$ cat src/pin_mux_pkg.sv
// Shared constants and types for the pin mode and function mux.
// Assumes a plain register port and a single system clock domain.
package pin_mux_pkg;

  // ****************************************************************
  // Sizes
  // ****************************************************************
  localparam int unsigned ADDR_W    = 32;  // Register address width
  localparam int unsigned DATA_W    = 16;  // Register data width
  localparam int unsigned NUM_PINS  = 3;   // Pins handled here
  localparam int unsigned FIRST_PIN = 2;   // Port index of pin slot 0
  localparam int unsigned SYNC_LEN  = 3;   // Pin synchroniser depth

  // ****************************************************************
  // Register map
  // ****************************************************************
  localparam logic [31:0] PIN2_MODE_ADDR = 32'h5000_300A;
  localparam logic [31:0] PIN3_MODE_ADDR = 32'h5000_300C;
  localparam logic [31:0] PIN4_MODE_ADDR = 32'h5000_300E;

  // ****************************************************************
  // Mode register fields
  // ****************************************************************
  localparam int unsigned PULL_DIRECTION_FIELD_LSB = 8;   // pull_direction_field
  localparam int unsigned PULL_DIRECTION_FIELD_W   = 2;
  localparam int unsigned FUNC_LSB = 0;   // pin_function_select
  localparam int unsigned FUNC_W   = 5;
  localparam logic [15:0] MODE_WMASK = 16'h031F;  // Writable bits

  // Direction and pull codes
  localparam logic [1:0] PULL_DIRECTION_FIELD_IN_FLOAT = 2'h0;
  localparam logic [1:0] PULL_DIRECTION_FIELD_IN_UP    = 2'h1;
  localparam logic [1:0] PULL_DIRECTION_FIELD_IN_DOWN  = 2'h2;
  localparam logic [1:0] PULL_DIRECTION_FIELD_OUT      = 2'h3;
  localparam logic [1:0] PULL_DIRECTION_FIELD_RESET    = 2'h2;  // Input, pull-down
  localparam logic [4:0] FUNC_RESET    = 5'h00; // Plain port

  // Highest port pin index that may take the restricted functions
  localparam int unsigned ANALOG_MAX_PIN = 3;
  localparam int unsigned DIAG_MAX_PIN   = 7;

  // ****************************************************************
  // Function codes
  // ****************************************************************
  typedef enum logic [4:0] {
    FN_PORT      = 5'h00,
    FN_S1_RX     = 5'h01,
    FN_S1_TX     = 5'h02,
    FN_S2_RX     = 5'h03,
    FN_S2_TX     = 5'h04,
    FN_SPI_DIN   = 5'h05,
    FN_SPI_DOUT  = 5'h06,
    FN_SPI_CLK   = 5'h07,
    FN_SPI_EN    = 5'h08,
    FN_TW_SCL    = 5'h09,
    FN_TW_SDA    = 5'h0A,
    FN_S1_IR_RX  = 5'h0B,
    FN_S1_IR_TX  = 5'h0C,
    FN_S2_IR_RX  = 5'h0D,
    FN_S2_IR_TX  = 5'h0E,
    FN_ANALOG    = 5'h0F,
    FN_PW0       = 5'h10,
    FN_PW1       = 5'h11,
    FN_DIAG      = 5'h12,
    FN_S1_CTS_N  = 5'h13,
    FN_S1_RTS_N  = 5'h14,
    FN_S2_CTS_N  = 5'h15,
    FN_S2_RTS_N  = 5'h16,
    FN_PW2       = 5'h17,
    FN_PW3       = 5'h18,
    FN_PW4       = 5'h19
  } pin_func_e;

  // ****************************************************************
  // Peripheral input slots
  // ****************************************************************
  localparam int unsigned IN_S1_RX    = 0;
  localparam int unsigned IN_S2_RX    = 1;
  localparam int unsigned IN_S1_IR_RX = 2;
  localparam int unsigned IN_S2_IR_RX = 3;
  localparam int unsigned IN_S1_CTS_N = 4;
  localparam int unsigned IN_S2_CTS_N = 5;
  localparam int unsigned IN_SPI_DIN  = 6;
  localparam int unsigned IN_TW_SCL   = 7;
  localparam int unsigned IN_TW_SDA   = 8;
  localparam int unsigned NUM_IN      = 9;

  // Levels driven by the peripherals toward the pins
  typedef struct packed {
    logic       s1_tx;
    logic       s2_tx;
    logic       s1_ir_tx;
    logic       s2_ir_tx;
    logic       s1_rts_n;
    logic       s2_rts_n;
    logic       spi_dout;
    logic       spi_clk;
    logic       spi_en;
    logic [4:0] pulse_width;   // Pulse-width outputs zero to four
    logic       radio_diag;
    logic       tw_scl;        // 0 pulls the line low, 1 releases
    logic       tw_sda;
  } periph_out_s;

  // Input claims and levels of one group of pins
  typedef struct packed {
    logic [NUM_IN-1:0] claim;
    logic [NUM_IN-1:0] level;
  } in_chain_s;

  // Pad controls of one pin
  typedef struct packed {
    logic out;
    logic oe;
    logic pull_up;
    logic pull_down;
    logic analog_en;
  } pad_ctrl_s;

endpackage

$ cat src/pin_level_sync.sv
// Three-stage synchroniser for one pin level with an agreement filter.
// Assumes an asynchronous pin on the input side.
`timescale 1ns/1ns
module pin_level_sync
  import pin_mux_pkg::*;
(
  input  wire logic mclk_i,   // System clock
  input  wire logic rst_b_i,  // Asynchronous reset, active low
  input  wire logic pin_i,    // Raw pin level
  output logic      level_o   // Filtered level
);

  logic [SYNC_LEN-1:0] stage_q;  // Stage 0 is read only by stage 1
  logic                level_q;  // Accepted level

  // ****************************************************************
  // Sampling chain
  // ****************************************************************
  always_ff @(posedge mclk_i or negedge rst_b_i) begin
    if (!rst_b_i) begin
      stage_q <= '0;
    end else begin
      stage_q <= {stage_q[SYNC_LEN-2:0], pin_i};
    end
  end

  // Accept a change once the last two stages agree
  always_ff @(posedge mclk_i or negedge rst_b_i) begin
    if (!rst_b_i) begin
      level_q <= 1'b0;
    end else if (stage_q[1] == stage_q[2]) begin
      level_q <= stage_q[2];
    end
  end

  assign level_o = level_q;

endmodule // pin_level_sync

$ cat src/pin_mode_cell.sv
// Function decode and pad control of one port pin.
// Assumes mode fields from registers and a synchronised pin level.
`timescale 1ns/1ns
module pin_mode_cell
  import pin_mux_pkg::*;
#(
  parameter int unsigned PIN_INDEX = 2  // Index within the first port
) (
  input  wire logic [1:0]  pull_direction_field_i,      // pull_direction_field
  input  wire logic [4:0]  func_i,      // pin_function_select
  input  wire periph_out_s periph_i,    // Peripheral output levels
  input  wire logic        gpio_out_i,  // Plain port output value
  input  wire logic        level_i,     // Synchronised pin level
  output pad_ctrl_s        pad_o,       // Pad controls
  output logic [NUM_IN-1:0] claim_o     // Input functions taken
);

  // ****************************************************************
  // Effective function
  // ****************************************************************
  localparam logic ANALOG_OK = (PIN_INDEX <= ANALOG_MAX_PIN);
  localparam logic DIAG_OK   = (PIN_INDEX <= DIAG_MAX_PIN);

  wire logic reserved_code = (func_i > FN_PW4);
  wire logic analog_bad = (func_i == FN_ANALOG) && !ANALOG_OK;
  wire logic diag_bad   = (func_i == FN_DIAG) && !DIAG_OK;
  wire logic to_port    = reserved_code || analog_bad || diag_bad;
  wire pin_func_e func  = to_port ? FN_PORT : pin_func_e'(func_i);

  // Plain port direction and pulls
  wire logic port_oe  = (pull_direction_field_i == PULL_DIRECTION_FIELD_OUT);
  wire logic port_up  = (pull_direction_field_i == PULL_DIRECTION_FIELD_IN_UP);
  wire logic port_dn  = (pull_direction_field_i == PULL_DIRECTION_FIELD_IN_DOWN);

  // ****************************************************************
  // Routing
  // ****************************************************************
  // Drive a peripheral output onto the pin
  function automatic pad_ctrl_s drive(input logic v);
    pad_ctrl_s p;
    p = '0;
    p.out = v;
    p.oe  = 1'b1;
    return p;
  endfunction

  // Input function: pad released, pulls as the field says
  pad_ctrl_s listen;
  assign listen = '{out: 1'b0, oe: 1'b0, pull_up: port_up,
                    pull_down: port_dn, analog_en: 1'b0};

  always_comb begin
    pad_o   = '{out: gpio_out_i, oe: port_oe, pull_up: port_up,
                pull_down: port_dn, analog_en: 1'b0};
    claim_o = '0;
    unique case (func)
      FN_PORT:     pad_o = pad_o;
      FN_S1_RX:    begin pad_o = listen; claim_o[IN_S1_RX] = 1'b1; end
      FN_S1_TX:    pad_o = drive(periph_i.s1_tx);
      FN_S2_RX:    begin pad_o = listen; claim_o[IN_S2_RX] = 1'b1; end
      FN_S2_TX:    pad_o = drive(periph_i.s2_tx);
      FN_SPI_DIN:  begin
        pad_o = listen;
        claim_o[IN_SPI_DIN] = 1'b1;
      end
      FN_SPI_DOUT: pad_o = drive(periph_i.spi_dout);
      FN_SPI_CLK:  pad_o = drive(periph_i.spi_clk);
      FN_SPI_EN:   pad_o = drive(periph_i.spi_en);
      FN_TW_SCL:   begin
        // Open drain: pulls off while pulling low, line listened to
        pad_o = periph_i.tw_scl ? listen : drive(1'b0);
        claim_o[IN_TW_SCL] = 1'b1;
      end
      FN_TW_SDA:   begin
        pad_o = periph_i.tw_sda ? listen : drive(1'b0);
        claim_o[IN_TW_SDA] = 1'b1;
      end
      FN_S1_IR_RX: begin
        pad_o = listen;
        claim_o[IN_S1_IR_RX] = 1'b1;
      end
      FN_S1_IR_TX: pad_o = drive(periph_i.s1_ir_tx);
      FN_S2_IR_RX: begin
        pad_o = listen;
        claim_o[IN_S2_IR_RX] = 1'b1;
      end
      FN_S2_IR_TX: pad_o = drive(periph_i.s2_ir_tx);
      FN_ANALOG:   begin
        // Direction and pulls ignored, pad handed to the converter
        pad_o = '0;
        pad_o.analog_en = 1'b1;
      end
      FN_PW0:      pad_o = drive(periph_i.pulse_width[0]);
      FN_PW1:      pad_o = drive(periph_i.pulse_width[1]);
      FN_DIAG:     pad_o = drive(periph_i.radio_diag);
      FN_S1_CTS_N: begin
        pad_o = listen;
        claim_o[IN_S1_CTS_N] = 1'b1;
      end
      FN_S1_RTS_N: pad_o = drive(periph_i.s1_rts_n);
      FN_S2_CTS_N: begin
        pad_o = listen;
        claim_o[IN_S2_CTS_N] = 1'b1;
      end
      FN_S2_RTS_N: pad_o = drive(periph_i.s2_rts_n);
      FN_PW2:      pad_o = drive(periph_i.pulse_width[2]);
      FN_PW3:      pad_o = drive(periph_i.pulse_width[3]);
      FN_PW4:      pad_o = drive(periph_i.pulse_width[4]);
      default:     pad_o = pad_o;
    endcase
  end

  // Unused: level_i is folded in by the caller through claim_o

endmodule // pin_mode_cell

$ cat src/port_pin_mode_mux.sv
// Mode registers and function mux for pins 2 to 4 of the first port.
// Assumes a plain register port on the system clock, pins arriving
// asynchronously, and priority chains from the neighbouring pin groups.
//
// Implementation choice: the address-and-strobe port.
`timescale 1ns/1ns
module port_pin_mode_mux
  import pin_mux_pkg::*;
(
  input  wire logic              mclk_i,              // System clock
  input  wire logic              rst_b_i,             // Reset, active low
  // Register port
  input  wire logic [ADDR_W-1:0] addr_i,              // Byte address
  input  wire logic [DATA_W-1:0] wdata_i,             // Write data
  input  wire logic              wr_i,                // Write strobe
  input  wire logic              rd_i,                // Read strobe
  output logic [DATA_W-1:0]      rdata_o,             // Read data
  // Pads
  input  wire logic [NUM_PINS-1:0] pin_level_i,       // Raw pin levels
  output pad_ctrl_s [NUM_PINS-1:0] pad_ctrl_o,        // Pad controls
  // Plain port function
  input  wire logic [NUM_PINS-1:0] gpio_out_i,        // Port out values
  output logic [NUM_PINS-1:0]      gpio_in_o,         // Port in values
  // Peripherals
  input  wire periph_out_s         periph_out_i,      // Toward pins
  input  wire in_chain_s           lower_pins_i,      // Pins 0 and 1
  input  wire in_chain_s           upper_pins_i,      // Pins 5 and up
  input  wire in_chain_s           second_port_i,     // Second port
  output in_chain_s                periph_in_o        // Resolved inputs
);

  // ****************************************************************
  // Register file
  // ****************************************************************
  logic [DATA_W-1:0] mode_q [NUM_PINS];   // Mode registers
  logic [DATA_W-1:0] rdata_q;             // Read data stage

  // Reset value of each mode register
  localparam logic [DATA_W-1:0] MODE_RESET =
    DATA_W'({PULL_DIRECTION_FIELD_RESET, 3'h0, FUNC_RESET});

  // Address decode
  wire logic hit_pin2 = (addr_i == PIN2_MODE_ADDR);
  wire logic hit_pin3 = (addr_i == PIN3_MODE_ADDR);
  wire logic hit_pin4 = (addr_i == PIN4_MODE_ADDR);
  wire logic [NUM_PINS-1:0] hit = {hit_pin4, hit_pin3, hit_pin2};

  // Masked write value, reserved bits kept at zero
  wire logic [DATA_W-1:0] wr_value = wdata_i & MODE_WMASK;

  // Read selection, unmapped addresses read zero
  wire logic [DATA_W-1:0] rd_value =
      hit_pin2 ? mode_q[0] :
      hit_pin3 ? mode_q[1] :
      hit_pin4 ? mode_q[2] : '0;

  // Mode register storage
  always_ff @(posedge mclk_i or negedge rst_b_i) begin
    if (!rst_b_i) begin
      for (int i = 0; i < NUM_PINS; i++) begin
        mode_q[i] <= MODE_RESET;
      end
    end else begin
      for (int i = 0; i < NUM_PINS; i++) begin
        if (wr_i && hit[i]) begin
          mode_q[i] <= wr_value;
        end
      end
    end
  end

  // Read data one cycle after the strobe, zero otherwise
  always_ff @(posedge mclk_i or negedge rst_b_i) begin
    if (!rst_b_i) begin
      rdata_q <= '0;
    end else begin
      rdata_q <= rd_i ? rd_value : '0;
    end
  end

  assign rdata_o = rdata_q;

  // ****************************************************************
  // Per-pin logic
  // ****************************************************************
  logic      [NUM_PINS-1:0] level;        // Synchronised pin levels
  pad_ctrl_s [NUM_PINS-1:0] pad_d;        // Pad controls, next
  pad_ctrl_s [NUM_PINS-1:0] pad_q;        // Pad controls, held
  logic      [NUM_IN-1:0]   claim [NUM_PINS]; // Input claims per pin

  for (genvar p = 0; p < NUM_PINS; p++) begin : g_pin
    // Pin level synchroniser
    pin_level_sync u_sync (
      .mclk_i  (mclk_i),
      .rst_b_i (rst_b_i),
      .pin_i   (pin_level_i[p]),
      .level_o (level[p])
    );

    // Function decode for this pin
    pin_mode_cell #(
      .PIN_INDEX (FIRST_PIN + p)
    ) u_cell (
      .pull_direction_field_i     (mode_q[p][PULL_DIRECTION_FIELD_LSB +: PULL_DIRECTION_FIELD_W]),
      .func_i     (mode_q[p][FUNC_LSB +: FUNC_W]),
      .periph_i   (periph_out_i),
      .gpio_out_i (gpio_out_i[p]),
      .level_i    (level[p]),
      .pad_o      (pad_d[p]),
      .claim_o    (claim[p])
    );
  end

  // ****************************************************************
  // Input priority within this group
  // ****************************************************************
  in_chain_s own;   // Winner among pins 2 to 4

  // Walk from the highest pin down so the lowest index wins
  always_comb begin
    own = '0;
    for (int p = NUM_PINS - 1; p >= 0; p--) begin
      for (int f = 0; f < NUM_IN; f++) begin
        if (claim[p][f]) begin
          own.claim[f] = 1'b1;
          own.level[f] = level[p];
        end
      end
    end
  end

  // ****************************************************************
  // Input priority across groups and ports
  // ****************************************************************
  in_chain_s merged;   // Resolved input claims and levels

  always_comb begin
    merged = '0;
    for (int f = 0; f < NUM_IN; f++) begin
      merged.claim[f] = lower_pins_i.claim[f] | own.claim[f] |
                        upper_pins_i.claim[f] | second_port_i.claim[f];
      if (lower_pins_i.claim[f]) begin
        merged.level[f] = lower_pins_i.level[f];
      end else if (own.claim[f]) begin
        merged.level[f] = own.level[f];
      end else if (upper_pins_i.claim[f]) begin
        merged.level[f] = upper_pins_i.level[f];
      end else begin
        merged.level[f] = second_port_i.level[f];
      end
    end
  end

  // ****************************************************************
  // Output stage
  // ****************************************************************
  in_chain_s                periph_in_q;  // Registered peripheral inputs
  logic      [NUM_PINS-1:0] gpio_in_q;    // Registered port inputs

  // Safe pad state while in reset: input with pull-down
  localparam pad_ctrl_s PAD_RESET = '{out: 1'b0, oe: 1'b0,
    pull_up: 1'b0, pull_down: 1'b1, analog_en: 1'b0};

  // Pads and inputs registered so every data output comes from a flop
  always_ff @(posedge mclk_i or negedge rst_b_i) begin
    if (!rst_b_i) begin
      pad_q       <= {NUM_PINS{PAD_RESET}};
      periph_in_q <= '0;
      gpio_in_q   <= '0;
    end else begin
      pad_q       <= pad_d;
      periph_in_q <= merged;
      gpio_in_q   <= level;
    end
  end

  assign pad_ctrl_o  = pad_q;
  assign periph_in_o = periph_in_q;
  assign gpio_in_o   = gpio_in_q;

endmodule // port_pin_mode_mux

$ cat config.mk
export PLATFORM = sky130hd
export DESIGN_NAME = port_pin_mode_mux
export DESIGN_NICKNAME = d
export VERILOG_FILES = /design/src/pin_mux_pkg.sv /design/src/pin_level_sync.sv /design/src/pin_mode_cell.sv /design/src/port_pin_mode_mux.sv
export SDC_FILE = /design/constraint.sdc
export NUM_CORES = 1
export LEC_CHECK = 0
export ABC_AREA = 0
export ABC_CLOCK_PERIOD_IN_PS = 1800
export BUFFER_PORTS_ARGS = -buffer_cell sky130_fd_sc_hd__buf_2
export CORE_MARGIN = 4
export CORE_UTILIZATION = 49
export DETAILED_ROUTE_END_ITERATION = 8
export PLACE_DENSITY = 0.83
export SYNTH_ARGS = -nofsm -noshare
export SYNTH_HDL_FRONTEND = slang
export SYNTH_SLANG_ARGS = --single-unit
$ cat constraint.sdc
create_clock -name mclk_i -period 1.8 [get_ports mclk_i]
set_input_delay 0.18 -clock mclk_i [delete_from_list [all_inputs] [get_ports mclk_i]]
set_output_delay 0.18 -clock mclk_i [all_outputs]
set_load 0.01 [all_outputs]
==> results.md <==
* H-tree depth at 3
* Commonest cells post-synth: dfrtp_1, nor2_1, nand2_1
* Worst hold path class: input pin to flip-flop
* XOR/XNOR Fraction of Synth Area at 0%
* Top_reg_cell synth: dfrtp_1
* Leading area contributor after synthesis: dfrtp_1
* Worst-skew pair later-pin latency at 0.36 ns
* Crit end category: flip-flop
* Final worst setup slack at 0.0317 ns
* Pint at 2.78 mW
* Synth Cell Area at 4480 um2
* Sw frac at 24.2%
* Combinational power share at 10.7%
* Worst-path clk slew at 0.09 ns
* Reg power frac at 48.9%
* DRT antenna net count at 0
* Largest net degree at the start of global routing at 41
* Multi-input logic area at 2400 um2
* P_leak at 2.88 nW
* Largest family of logic cells by synthesized area: simple AND/OR/NAND/NOR gates
* Root Buffer: clkbuf_8
* Top-area cell type share of the netlist area at 39.1%
* Ant diodes at 0
* Syn_area_per_cell at 9.48 um2
* Yosys reg bits at 76
* Worst Path Required at 2.09 ns
* Fillers at 688
* Post-synthesis mux area share at 11.9%
* Die Width at 104 um
* Final GP Congestion at 0.946
* VDD IR max at 344 uV
* Met1 WL at 5.63 mm
* Top sig layer: met4
* Via count at 4711
* Worst Path Arrival at 2.05 ns
* Sequential area share after synthesis at 42.6%
* Yosys warns at 0
* Post-layout min period at 1.77 ns
* P&R area growth vs syn at 33.8%
* Setup crit start kind: flip-flop
* Core box area at 8810 um2
* Routed wire length at 14.6 mm
* WS Path Type: flip-flop to flip-flop
* Die height at 104 um
* Post-synthesis adder-cell area fraction at 0.670%
* FF/Latch Area at 1910 um2
* I/O Pins at 181
* Synth Area in Compound Gates at 13.3%
* Outcome: finished, final reports clean
* Most frequent cell after synthesis: dfrtp_1
* First-pass GRT wire length at 23.4 mm
* Max cap viols at 0
* Met2 routed WL at 7.04 mm
* Critical Path Fanout Max at 15
* Clock Sinks at 76
* # setup viols final at 0
* Cells after Synth at 473
* EDFF count, synth at 0
* F_max at 566 MHz
* DRC viols at 0
* Setup Skew at 0.0114 ns
* Port-buffer cells at 162
* Final Hold Vio Count at 0
* Nets at 801
* Site Rows at 34
* Clk pwr share at 40.3%
* Vias in the first global route at 4746
* DIE AREA at 10700 um2
* Detailed placement HPWL at 11.1 mm
* Initial Util at 50.9%
* FFs w/ async S/R, synth at 100%
* Total power at 3.67 mW
* Hold slack at 0.0121 ns
* Routed vias/inst at 6.00
* Final period util at 98.2%
* Worst slack, placed at -0.114 ns
* Total track usage at 26.7%
* Initial drt markers at 349
* Placed cells at 763
* Top area cells in the synthesized netlist: dfrtp_1, mux2_2, mux2i_1, dfstp_2, nor2_1
* Max Slew Vio Count at 0
* GRT Residual Overflow at 0
* Finished Layout Cells at 785
* Wire length per cell at 18.7 um
* Post-synthesis cell type count at 60
* Number of buffers created by CTS at 9
* NetSw at 887 uW
* Met3 wire length at 1.41 mm
* Pwr dens at 611 nW/um2
* Ratio of cells with drive above 1 in the final layout at 41.8%
* Simple-gate area share of the yosys netlist at 26.1%
* Clock buffer depth at 2
* Fin util at 68.1%
* CTS tree: built
* Antenna violations before repair at 0
* TritonRoute pass-1 iters at 5
-- layout make-up --
| class | instances | share of cell area [%] |
|---|---|---|
| Sequential cell | 76 | 31.9 |
| Multi-Input combinational cell | 354 | 39.9 |
| Clock inverter | 5 | 1.40 |
| Tap cell | 108 | 2.25 |
| Clock buffer | 11 | 2.36 |
| Timing Repair Buffer | 223 | 21.7 |
| Inverter | 8 | 0.501 |
-- flip-flops by register name, summed over array words and instances (netlist names) --
signal / count
mode_q: 21
g_pin.u_sync.stage_q: 9
pad_ctrl_o: 15
rdata_o: 7
periph_in_o: 18
g_pin.u_sync.level_o: 3
gpio_in_o: 3
-- power by group through the flow --
| stage | Sequential [mW] | Clock (mW) | Combinational (mW) |
|---|---|---|---|
| floorplan | 1.83 | 0 | 0.134 |
| detailed placement | 1.83 | 0 | 0.384 |
| global placement | 1.83 | 0 | 0.372 |
| global route | 1.80 | 1.58 | 0.431 |
| CTS | 1.79 | 1.51 | 0.396 |
| finish | 1.79 | 1.48 | 0.392 |
-- cell usage in the layout, fill, tap and decap left out, types with 3 or more instances in the layout --
cell	count
nor4bb_1	3
a21oi_1	17
nand3_1	22
mux2i_1	22
and3b_1	6
nor2_1	36
o21bai_1	4
dfrtp_2	3
o21ai_0	19
conb_1	10
nor4_1	11
o221ai_1	6
a21boi_0	3
inv_1	8
mux2_2	28
nand3b_1	5
dlygate4sd3_1	5
a22oi_1	4
maj3_1	3
buf_4	55
clkbuf_8	10
nand2b_1	9
nor3b_1	7
nor2b_1	14
dfstp_2	6
nand4b_1	5
o31a_1	3
nand2_1	29
a31oi_1	8
nand4_1	13
and3_1	5
o31ai_1	3
o22ai_1	4
buf_2	161
dfrtp_1	67
or4_1	6
or2_2	3
nor3_1	10
-- critical path, stage by stage, from the launching register on --
cell and delay, ns:
dfrtp_1 0.39, buf_4 0.16, buf_4 0.20, mux2i_1 0.13
mux2_2 0.26, o21a_1 0.16, o31ai_1 0.23, o31a_1 0.18
-- stage by stage --
step	setup TNS [ns]	instance area, um2
6_report	0	6000
5_1_grt	-0.0232	6000
4_1_cts	0	5950
3_5_place_dp	-1.82	5680
3_3_place_gp	-0.283	5680
2_1_floorplan	0	4520
-- kinds of logic after synthesis --
| logic type | Yosys count |
|---|---|
| AND/OR/NAND/NOR | 202 |
| flip-flops | 76 |
| multiplexers | 50 |
| adder cells (fa/ha/maj) | 3 |
| AO/OA/AOI/OAI | 89 |
| other | 1 |
| buffers and inverters | 52 |
-- per-layer routing --
layer  GRT usage [%]  vias up
met5               0        -
met4            13.2        0
met3            6.03       57
met2            44.4      308
met1            32.8     2203
li1                -     2143
-- worst paths after layout --
kind | startpoint | end | slack (ns) | cells past startpoint
min reg2reg | g_pin[0].u_sync.stage_q[0]$_DFF_PN0_ | g_pin[0].u_sync.stage_q[1]$_DFF_PN0_ | 0.35 | 0
max reg2reg | mode_q[18]$_DFFE_PN0P_ | pad_ctrl_o[9]$_DFF_PN0_ | 0.03 | 7
min in group asynchronous | rst_b_i | periph_in_o[11]$_DFF_PN0_ | 0.33 | 2
max in group asynchronous | rst_b_i | pad_ctrl_o[11]$_DFF_PN1_ | 0.83 | 3
min | second_port_i[13] | periph_in_o[13]$_DFF_PN0_ | 0.01 | 2
max | mode_q[18]$_DFFE_PN0P_ | pad_ctrl_o[9]$_DFF_PN0_ | 0.03 | 7
-- timing repair --
action	4_1_cts	5_1_grt
hold buffers	5	0
setup buffers	0	1
setup endpoints to repair	2	9
gates resized for setup	1	12
hold endpoints to repair	39	0
Note: power is estimated with default switching activity, not from simulation.
